[src/core/watchdog_pkg.sv]
// Shared constants and types for the watchdog down-counter block
package watchdog_pkg;

    // System clock rate
    localparam int CLK_MHZ           = 200;
    // Typical reset pulse length in nanoseconds
    localparam int RST_PULSE_NS      = 500;
    // Reset pulse length in clock cycles, rounded down
    localparam int RST_PULSE_CYCLES  = (RST_PULSE_NS * CLK_MHZ) / 1000;
    // System clocks per counter decrement
    localparam int DECREMENT_PERIOD  = 3072;

    // Bus geometry
    localparam int ADDR_W            = 8;
    localparam int DATA_W            = 8;
    // Address of the watchdog count register
    localparam logic [7:0] WDG_ADDR  = 8'hD8;
    // Reset value of the watchdog count register
    localparam logic [7:0] WDG_RESET = 8'hFE;
    // Answer for an unmapped read
    localparam logic [7:0] RD_NONE   = 8'h00;

    // Field positions in the register
    localparam int ENABLE_POS        = 0;
    localparam int SOFT_RESET_POS    = 1;
    localparam int COUNT_LSB_POS     = 2;
    localparam int COUNT_W           = 6;
    localparam int TIMER_W           = 7;

    // Widths of internal counters
    localparam int PRE_W             = 12;
    localparam int PULSE_W           = 8;
    localparam int SYNC_W            = 3;

    // Power mode of the core as seen by the watchdog
    typedef enum logic [1:0] {
        MODE_RUN,
        MODE_WAIT,
        MODE_STOP
    } power_mode_t;

    // Register bus request
    typedef struct packed {
        logic [ADDR_W-1:0] addr;
        logic [DATA_W-1:0] wdata;
        logic              wr;
        logic              rd;
    } bus_req_t;

    // Whole state of the watchdog
    typedef struct packed {
        logic [PRE_W-1:0]   pre_cnt;
        logic [TIMER_W-1:0] timer;
        logic               enable;
        logic               hw_opt;
        logic               ext_opt;
        logic               straps_taken;
        logic [PULSE_W-1:0] pulse_cnt;
        logic               pulsing;
        logic               reset_n;
        power_mode_t        mode;
        logic               wait_flag;     // Registered WAIT indication
        logic               stop_flag;     // Registered STOP indication
        logic [SYNC_W-1:0]  nmi_sync;
        logic               nmi_level;
        logic [DATA_W-1:0]  rd_data;
    } wdg_state_t;

endpackage : watchdog_pkg

[src/core/watchdog_downcounter_reset.sv]
// Watchdog down-counter with reset pulse generation and stop-mode arbitration
`timescale 1ns/1ps

module watchdog_downcounter_reset #(
    parameter int PRESCALE    = watchdog_pkg::DECREMENT_PERIOD,  // Clocks per decrement
    parameter int PULSE_LEN   = watchdog_pkg::RST_PULSE_CYCLES   // Reset pulse clocks
) (
    input  wire logic                            sys_clk_in,                        // System clock
    input  wire logic                            rst_n_in,                          // Async reset
    input  wire logic [watchdog_pkg::ADDR_W-1:0] addr_in,                           // Register address
    input  wire logic [watchdog_pkg::DATA_W-1:0] wr_data_in,                        // Write data
    input  wire logic                            wr_in,                             // Write strobe
    input  wire logic                            rd_in,                             // Read strobe
    input  wire logic                            hardware_activation_option_in,     // Strap
    input  wire logic                            external_stop_control_option_in,   // Strap
    input  wire logic                            nmi_pin_in,                        // NMI pin level
    input  wire logic                            stop_instr_in,                     // STOP executed
    input  wire logic                            wait_instr_in,                     // WAIT executed
    input  wire logic                            wake_in,                           // Interrupt wakes
    output logic      [watchdog_pkg::DATA_W-1:0] rd_data_out,                       // Read data
    output logic                                 reset_pin_n_out,                   // Reset pin drive
    output logic                                 reset_pin_oe_out,                  // Reset pin enable
    output logic                                 wait_mode_out,                     // Core in WAIT
    output logic                                 stop_mode_out                      // Core in STOP
);

    // Registered state and its next value
    watchdog_pkg::wdg_state_t state_reg;
    watchdog_pkg::wdg_state_t state_next;
    // Bus request bundle
    watchdog_pkg::bus_req_t   req;

    // Pack the bus request
    assign req = '{addr: addr_in, wdata: wr_data_in, wr: wr_in, rd: rd_in};

    // Register image from the counter: count bits reversed
    function automatic logic [7:0] pack_reg(input logic [watchdog_pkg::TIMER_W-1:0] t,
                                            input logic                           en);
        logic [7:0] r;
        r = watchdog_pkg::RD_NONE;
        for (int i = 0; i < watchdog_pkg::COUNT_W; i++)
        begin
            r[7 - i] = t[i];
        end
        r[watchdog_pkg::SOFT_RESET_POS] = t[watchdog_pkg::COUNT_W];
        r[watchdog_pkg::ENABLE_POS]     = en;
        return r;
    endfunction : pack_reg

    // Counter from a register image
    function automatic logic [watchdog_pkg::TIMER_W-1:0] unpack_reg(input logic [7:0] r);
        logic [watchdog_pkg::TIMER_W-1:0] t;
        t = '0;
        for (int i = 0; i < watchdog_pkg::COUNT_W; i++)
        begin
            t[i] = r[7 - i];
        end
        t[watchdog_pkg::COUNT_W] = r[watchdog_pkg::SOFT_RESET_POS];
        return t;
    endfunction : unpack_reg

    // Address match, used by both strobes
    function automatic logic hit(input logic [watchdog_pkg::ADDR_W-1:0] a);
        return a == watchdog_pkg::WDG_ADDR;
    endfunction : hit

    // Decrement tick from the prescaler
    logic tick;
    // Counter frozen while the core sleeps in STOP
    logic frozen;
    // Watchdog expiry condition
    logic expire;
    // Reset-time register image
    localparam logic [7:0] RST_IMG = watchdog_pkg::WDG_RESET;
    // Counter value at reset, a constant so the reset branch stays plain
    localparam logic [watchdog_pkg::TIMER_W-1:0] RST_TIMER = unpack_reg(RST_IMG);

    // Next-state logic
    always_comb
    begin
        state_next = state_reg;
        frozen     = (state_reg.mode == watchdog_pkg::MODE_STOP);
        tick       = !frozen && (state_reg.pre_cnt == watchdog_pkg::PRE_W'(PRESCALE - 1));
        expire     = state_reg.enable && !state_reg.timer[watchdog_pkg::COUNT_W];

        // NMI pin synchroniser; level moves once stages two and three agree
        state_next.nmi_sync = {state_reg.nmi_sync[1:0], nmi_pin_in};
        if (state_reg.nmi_sync[1] == state_reg.nmi_sync[2])
        begin
            state_next.nmi_level = state_reg.nmi_sync[2];
        end

        // Straps taken on the first edge after release, then held
        if (!state_reg.straps_taken)
        begin
            state_next.straps_taken = 1'b1;
            state_next.hw_opt       = hardware_activation_option_in;
            state_next.ext_opt      = external_stop_control_option_in;
            state_next.enable       = hardware_activation_option_in;
        end

        // Prescaler runs in RUN and WAIT; holds in STOP
        if (!frozen)
        begin
            state_next.pre_cnt = tick ? '0 : state_reg.pre_cnt + 1'b1;
        end

        // Decrement one step per period; wraps freely as a timer
        if (tick)
        begin
            state_next.timer = state_reg.timer - 1'b1;
        end

        // Register write overrides a coincident decrement
        if (req.wr && hit(req.addr) && !state_reg.pulsing)
        begin
            state_next.timer = unpack_reg(req.wdata);
            if (state_reg.hw_opt || !state_reg.straps_taken)
            begin
                state_next.enable = state_next.enable;
            end
            else
            begin
                // One-way enable: a zero write cannot deactivate
                state_next.enable = state_reg.enable | req.wdata[watchdog_pkg::ENABLE_POS];
            end
        end

        // Read data stands one cycle after the strobe
        state_next.rd_data = watchdog_pkg::RD_NONE;
        if (req.rd && hit(req.addr))
        begin
            state_next.rd_data = pack_reg(state_reg.timer, state_reg.enable);
        end

        // Power mode arbitration
        if (wake_in && state_reg.mode != watchdog_pkg::MODE_RUN)
        begin
            state_next.mode = watchdog_pkg::MODE_RUN;
        end
        else if (wait_instr_in && state_reg.mode == watchdog_pkg::MODE_RUN)
        begin
            state_next.mode = watchdog_pkg::MODE_WAIT;
        end
        else if (stop_instr_in && state_reg.mode == watchdog_pkg::MODE_RUN)
        begin
            if (!state_reg.enable)
            begin
                state_next.mode = watchdog_pkg::MODE_STOP;
            end
            else if (!state_reg.ext_opt || !state_reg.nmi_level)
            begin
                state_next.mode = watchdog_pkg::MODE_WAIT;
            end
            else
            begin
                state_next.mode = watchdog_pkg::MODE_STOP;
            end
        end

        // Reset pulse sequencing
        if (!state_reg.pulsing)
        begin
            if (expire && state_reg.straps_taken)
            begin
                state_next.pulsing   = 1'b1;
                state_next.reset_n   = 1'b0;
                state_next.pulse_cnt = '0;
            end
        end
        else if (state_reg.pulse_cnt == watchdog_pkg::PULSE_W'(PULSE_LEN - 1))
        begin
            // Pulse over: the device restarts, options stay as taken
            state_next.pulsing   = 1'b0;
            state_next.reset_n   = 1'b1;
            state_next.pulse_cnt = '0;
            state_next.pre_cnt   = '0;
            state_next.timer     = unpack_reg(RST_IMG);
            state_next.enable    = state_reg.hw_opt;
            state_next.mode      = watchdog_pkg::MODE_RUN;
        end
        else
        begin
            state_next.pulse_cnt = state_reg.pulse_cnt + 1'b1;
        end

        // Mode flags registered so the outputs come straight from flip-flops
        state_next.wait_flag = (state_next.mode == watchdog_pkg::MODE_WAIT);
        state_next.stop_flag = (state_next.mode == watchdog_pkg::MODE_STOP);
    end

    // State register; reset loads constants only
    always_ff @(posedge sys_clk_in or negedge rst_n_in)
    begin
        if (!rst_n_in)
        begin
            state_reg              <= '0;
            state_reg.timer        <= RST_TIMER;
            state_reg.enable       <= RST_IMG[watchdog_pkg::ENABLE_POS];
            state_reg.reset_n      <= 1'b1;
            state_reg.mode         <= watchdog_pkg::MODE_RUN;
        end
        else
        begin
            state_reg <= state_next;
        end
    end

    // Outputs straight from flip-flops
    assign rd_data_out      = state_reg.rd_data;
    assign reset_pin_n_out  = state_reg.reset_n;
    assign reset_pin_oe_out = state_reg.pulsing;
    assign wait_mode_out    = state_reg.wait_flag;
    assign stop_mode_out    = state_reg.stop_flag;

    // Helper: register-bus write to the watchdog
    logic wr_hit;
    assign wr_hit = wr_in && hit(addr_in);
endmodule : watchdog_downcounter_reset

[config.mk]
export PLATFORM = sky130hd
export DESIGN_NAME = watchdog_downcounter_reset
export DESIGN_NICKNAME = d
export VERILOG_FILES = /design/src/core/watchdog_pkg.sv /design/src/core/watchdog_downcounter_reset.sv
export SDC_FILE = /design/constraint.sdc
export NUM_CORES = 1
export LEC_CHECK = 0
export BUFFER_PORTS_ARGS = -buffer_cell sky130_fd_sc_hd__buf_2
export CAP_MARGIN = 5
export CELL_PAD_IN_SITES_DETAIL_PLACEMENT = 1
export CELL_PAD_IN_SITES_GLOBAL_PLACEMENT = 2
export CORE_MARGIN = 4
export CORE_UTILIZATION = 32
export DETAILED_ROUTE_END_ITERATION = 12
export GPL_ROUTABILITY_DRIVEN = 0
export PLACE_DENSITY_LB_ADDON = 0.05
export SLEW_MARGIN = 5
export SYNTH_ARGS = -nofsm -noshare
export SYNTH_HDL_FRONTEND = slang
export SYNTH_SLANG_ARGS = --single-unit
[constraint.sdc]
create_clock -name sys_clk_in -period 1.6 [get_ports sys_clk_in]
set_input_delay 0.08 -clock sys_clk_in [delete_from_list [all_inputs] [get_ports sys_clk_in]]
set_output_delay 0.08 -clock sys_clk_in [all_outputs]
set_load 0.005 [all_outputs]
After elaboration in Yosys (flattened, before gate mapping)
Index checks and enable logic that the tools add are counted.
{ "word_totals": {"elab_cells": 67, "output_inout_bits": 12, "ff_bits": 49} }
{ "op_classes": {"reduce_logical": 21, "n_addsub": 3, "n_mux": 19, "n_bitwise": 1, "eq_ne": 8} }
{ "ops": {"columns": ["operator", "n"], "rows": [
  ["$mux W20", 2],
  ["$mux W12", 2],
  ["$mux W8", 3],
  ["$mux W10", 2],
  ["$add A12 B1 Y12 const B", 1],
  ["$eq A12 B12 Y1 const B", 1],
  ["$mux W2", 6],
  ["$logic_and A1 B1 Y1", 9],
  ["$add A8 B1 Y8 const B", 1],
  ["$eq A8 B7 Y1 const B", 1],
  ["$eq A8 B8 Y1 const B", 1],
  ["$mux W4", 2],
  ["$mux W7", 1],
  ["$sub A7 B1 Y7 const B", 1],
  ["$logic_not A1 Y1", 6],
  ["$eq A2 B2 Y1 const B", 2],
  ["$reduce_bool A2 Y1", 2],
  ["$eq A2 B1 Y1 const B", 1],
  ["$logic_not A2 Y1", 1],
  ["$logic_or A1 B1 Y1", 2],
  ["$ne A2 B1 Y1 const B", 1],
  ["$reduce_and A2 Y1", 1],
  ["$eq A1 B1 Y1", 1],
  ["$mux W1", 1],
  ["$or A1 B1 Y1", 1]
]} }

Depth between registers and ports, before layout
{ "depth": {"word_depth": 10, "depth_mapped": 7, "depth_no_buf": 7} }

Least setup slack after synthesis
Ideal clock, no wire load.
{ "synth_path": {"path_kind": "reg-to-reg", "from": "register state_reg[15] (netlist bit)", "to": "register state_reg[48] (netlist bit)", "synth_period_minus_slack_ps": 1689, "stages_incl_launch_ff": 6, "t_arrival_ps": 1568, "setup_slack_ps": -89, "required_ps": 1479, "path_cell_list": "dfrtp_1 nor2b_1 or4b_4 mux2_4 a22oi_1 nor2_1"} }
{ "synth_rtl": {"columns": ["element", "line", "text"], "rows": [
  ["start, declared", "watchdog_downcounter_reset.sv:28", "watchdog_pkg::wdg_state_t state_reg;"],
  ["start signal, assigned", "watchdog_downcounter_reset.sv:205", "state_reg <= state_next;"]
]} }

==> flow_summary.yaml <==
cts:
  clock_path_buffers: 2
  clockRootBuffer: "clkbuf_8"
  clk_latency_ns: 0.30
  ctsHtreeMaxLevel: 2
  cts_buffers: 5
  cts.sinks: 49
  path_clk_slew_ns: 0.10
  cts_tree: "done"
finish:
  largest_register_ffs: 35
  nNetsFinal: 352
  layout.cells.non_filler: 423
  drive_gt1_share_pct: 41.36
  final_cell_mix: "dfrtp_1, buf_4, buf_2, nor2_1, nand2_1"
  utilization_pct: 45.87
  design_area_sq_um: 3327
  antenna_cells: 0
  fillerInstances: 832
  layout_commonest_cell: "dfrtp_1"
  area_delta_synth_final_pct: 39.00
detailed_routing:
  detail_route.wl_per_cell_um: 14.40
  wl_mm: 6.093
  vias: 2008
  drtPass1Iterations: 4
  ant_nets: 0
  viasPerCell: 4.747
  initialDrtViolationCount: 40
  drc: 0
sta:
  hold_viol: 0
  setup-violations-final: 1
  fmax_mhz: 613.1
  rsz0062_at_grt: "true"
  period_share_pct: 101.9
  fin_crit_ns: 1.631
  skew_ns: 0.01105
  layout_setup_ws_ns: -0.03098
  drv_slew: 0
logic_synthesis:
  synth_nets: 270
  synth_area_per_cell_sq_um: 9.932
  synth_area_sq_um: 2394
  synth_cell_type_count: 47
  ys.flop_type: "dfrtp_1"
  synthMuxAreaShare_pct: 1.516
  synthXorXnorAreaFrac_pct: 4.025
  synth-simple-area-share_pct: 21.85
  synth-compound-area-share_pct: 13.54
  ys_seq_area_share_pct: 51.65
  ys_ff_latch: 49
  ys_warn_count: 0
  synth_edf_count: 0
  synth_top_family_by_area: "simple AND/OR/NAND/NOR gates"
  ys_async_sr_fraction_pct: 100.0
  syn_inst: 241
  synth_fa_ha_area_share_pct: 1.986
power_and_ir_drop:
  p_total_mw: 3.935
  irDropWorstVdd_uv: 455.1
  p_int_mw: 2.722
  p_switching_mw: 1.213
  switching_share_pct: 30.83
  p_seq_share_pct: 41.5
  p_leak_nw: 1.519
  clkPwrFrac_pct: 24.1
  power_density_nw_per_um2: 1183
  combPwrFrac_pct: 34.4
critical_path:
  critical_path.cell_chain: "nand2_1 > or4b_4 > mux2_4 > a22oi_2 > nor2_1"
  cp.required_ns: 1.80
  arrival_ns: 1.83
  critPathMaxStageDelay_ns: 0.54
  crit_buf_inv: 0
  path_delay_family: "simple AND/OR/NAND/NOR gates"
  critPathMaxFanout: 3
  cp-end-kind: "flop"
  slowest_stage: "or4b_4"
  crit_path_start_kind: "flop"
  crit_type: "flop to flop"
grt:
  antenna_found_initial: 0
  first_global_vias: 2111
  grt_max_degree: 34
  grt_pass1_wl_mm: 9.791
  gr-usage-all-layers_pct: 13.80
  grt_remaining_overflow: 0
floorplanning:
  dieArea_sq_um: 8927
  die_height_um: 94.49
  start_util_pct: 33.00
  die_w_um: 94.49
  core_area_sq_um: 7253
  rows: 31
  ios: 38
placed_design:
  io_buffers: 37
  placed_cells: 400
  dp_hpwl_mm: 4.139
  dp_slack_ns: -0.06517
  placed_area_sq_um: 2938
run_status:
  violations: "negative setup slack"
  status: "finished with violations"
flow_run:
  maxCapViolations: 0
min_path:
  hold_path_class: "input pin to flop"
[what timing repair did]
item | 4_1_cts | 5_1_grt
hold endpoints to repair | 15 | 0
endpoints found under the setup margin | 13 | 28
buffers inserted | 1 | 8
resized for setup | 2 | 31
pin swaps | 2 | 6
hold buffers | 4 | 0
gates cloned | 0 | 2
[layer usage]
layer / track usage (%) / wire (um) / share of wire [%] / vias up
met1: 17.72 / 2814 / 46 / 992
met2: 23.64 / 3039 / 50 / 23
li1: - / - / - / 989
met5: 0 / 0 / 0 / -
met4: 3.606 / 55 / 0.90 / 0
met3: 2.869 / 184 / 3.0 / 4
[synthesized netlist by cell type (4+ instances only)]
cell type | count | area [sq um]
dfrtp_1 | 41 | 1026
nor2_1 | 29 | 108.9
nand2_1 | 22 | 82.58
o21ai_0 | 20 | 100.1
inv_1 | 10 | 37.54
and2_1 | 9 | 56.30
buf_4 | 9 | 67.56
a21oi_1 | 8 | 40.04
dfstp_2 | 8 | 210.2
nand4_1 | 8 | 50.05
nand3_1 | 7 | 35.03
xor2_1 | 6 | 52.55
a31o_2 | 5 | 43.79
xnor2_1 | 5 | 43.79
nand2b_1 | 4 | 25.02
[final cells by class]
type | instances | area (sq um) | share of cell area [%]
flip-flops and latches | 49 | 1236 | 37.16
multi-input cells | 168 | 1149 | 34.52
repair buffers | 89 | 660.6 | 19.86
well taps | 99 | 123.9 | 3.723
clock buffers | 6 | 82.58 | 2.482
clock inverters | 2 | 37.54 | 1.128
inverters | 10 | 37.54 | 1.128
[stage by stage]
stage	setup TNS, ns	hold WS, ns
2_1_floorplan	-0.02302	-0.2156
3_3_place_gp	-0.02381	0.03561
3_5_place_dp	-0.2217	0.03875
4_1_cts	-0.01187	0.008282
5_1_grt	-0.3241	0.01012
6_report	-0.03098	0.01921
[path summary, 6_finish.rpt]
check	startpoint	end	slack [ns]	cells after the start
worst max-delay path	state_reg[37]	state_reg[48]	-0.03	5
worst min register to register	state_next[10]	state_next[11]	0.37	0
worst max register to register	state_reg[37]	state_reg[48]	-0.03	5
max in group asynchronous	rst_n_in	state_reg[33]	0.77	3
worst min-delay path	wr_data_in[3]	state_reg[34]	0.02	3
min in group asynchronous	rst_n_in	state_reg[44]	0.23	2
[cells by family after synthesis]
| logic type | after synthesis |
|---|---|
| multiplexers | 3 |
| XOR/XNOR | 11 |
| AND/OR/NAND/NOR | 100 |
| adder cells (fa/ha/maj) | 4 |
| buffers and inverters | 24 |
| AO/OA/AOI/OAI | 49 |
| other | 1 |
| flip-flops | 49 |
[worst min-delay path, delay by kind of cell]
kind | cells | cell delay [ns]
AND/OR/NAND/NOR | 1 | 0.05
buffers and inverters | 1 | 0.10
AO/OA/AOI/OAI | 1 | 0.08
[power by group through the flow]
stage               clock, mW  combinational, mW  sequential, mW
detailed placement          0               1.15            1.64
global placement            0               1.13            1.64
floorplan                   0              0.560            1.66
CTS                     0.994               1.17            1.62
finish                  0.948               1.35            1.63
global route             1.04               1.53            1.66
Power figures use the tool's default switching activity.
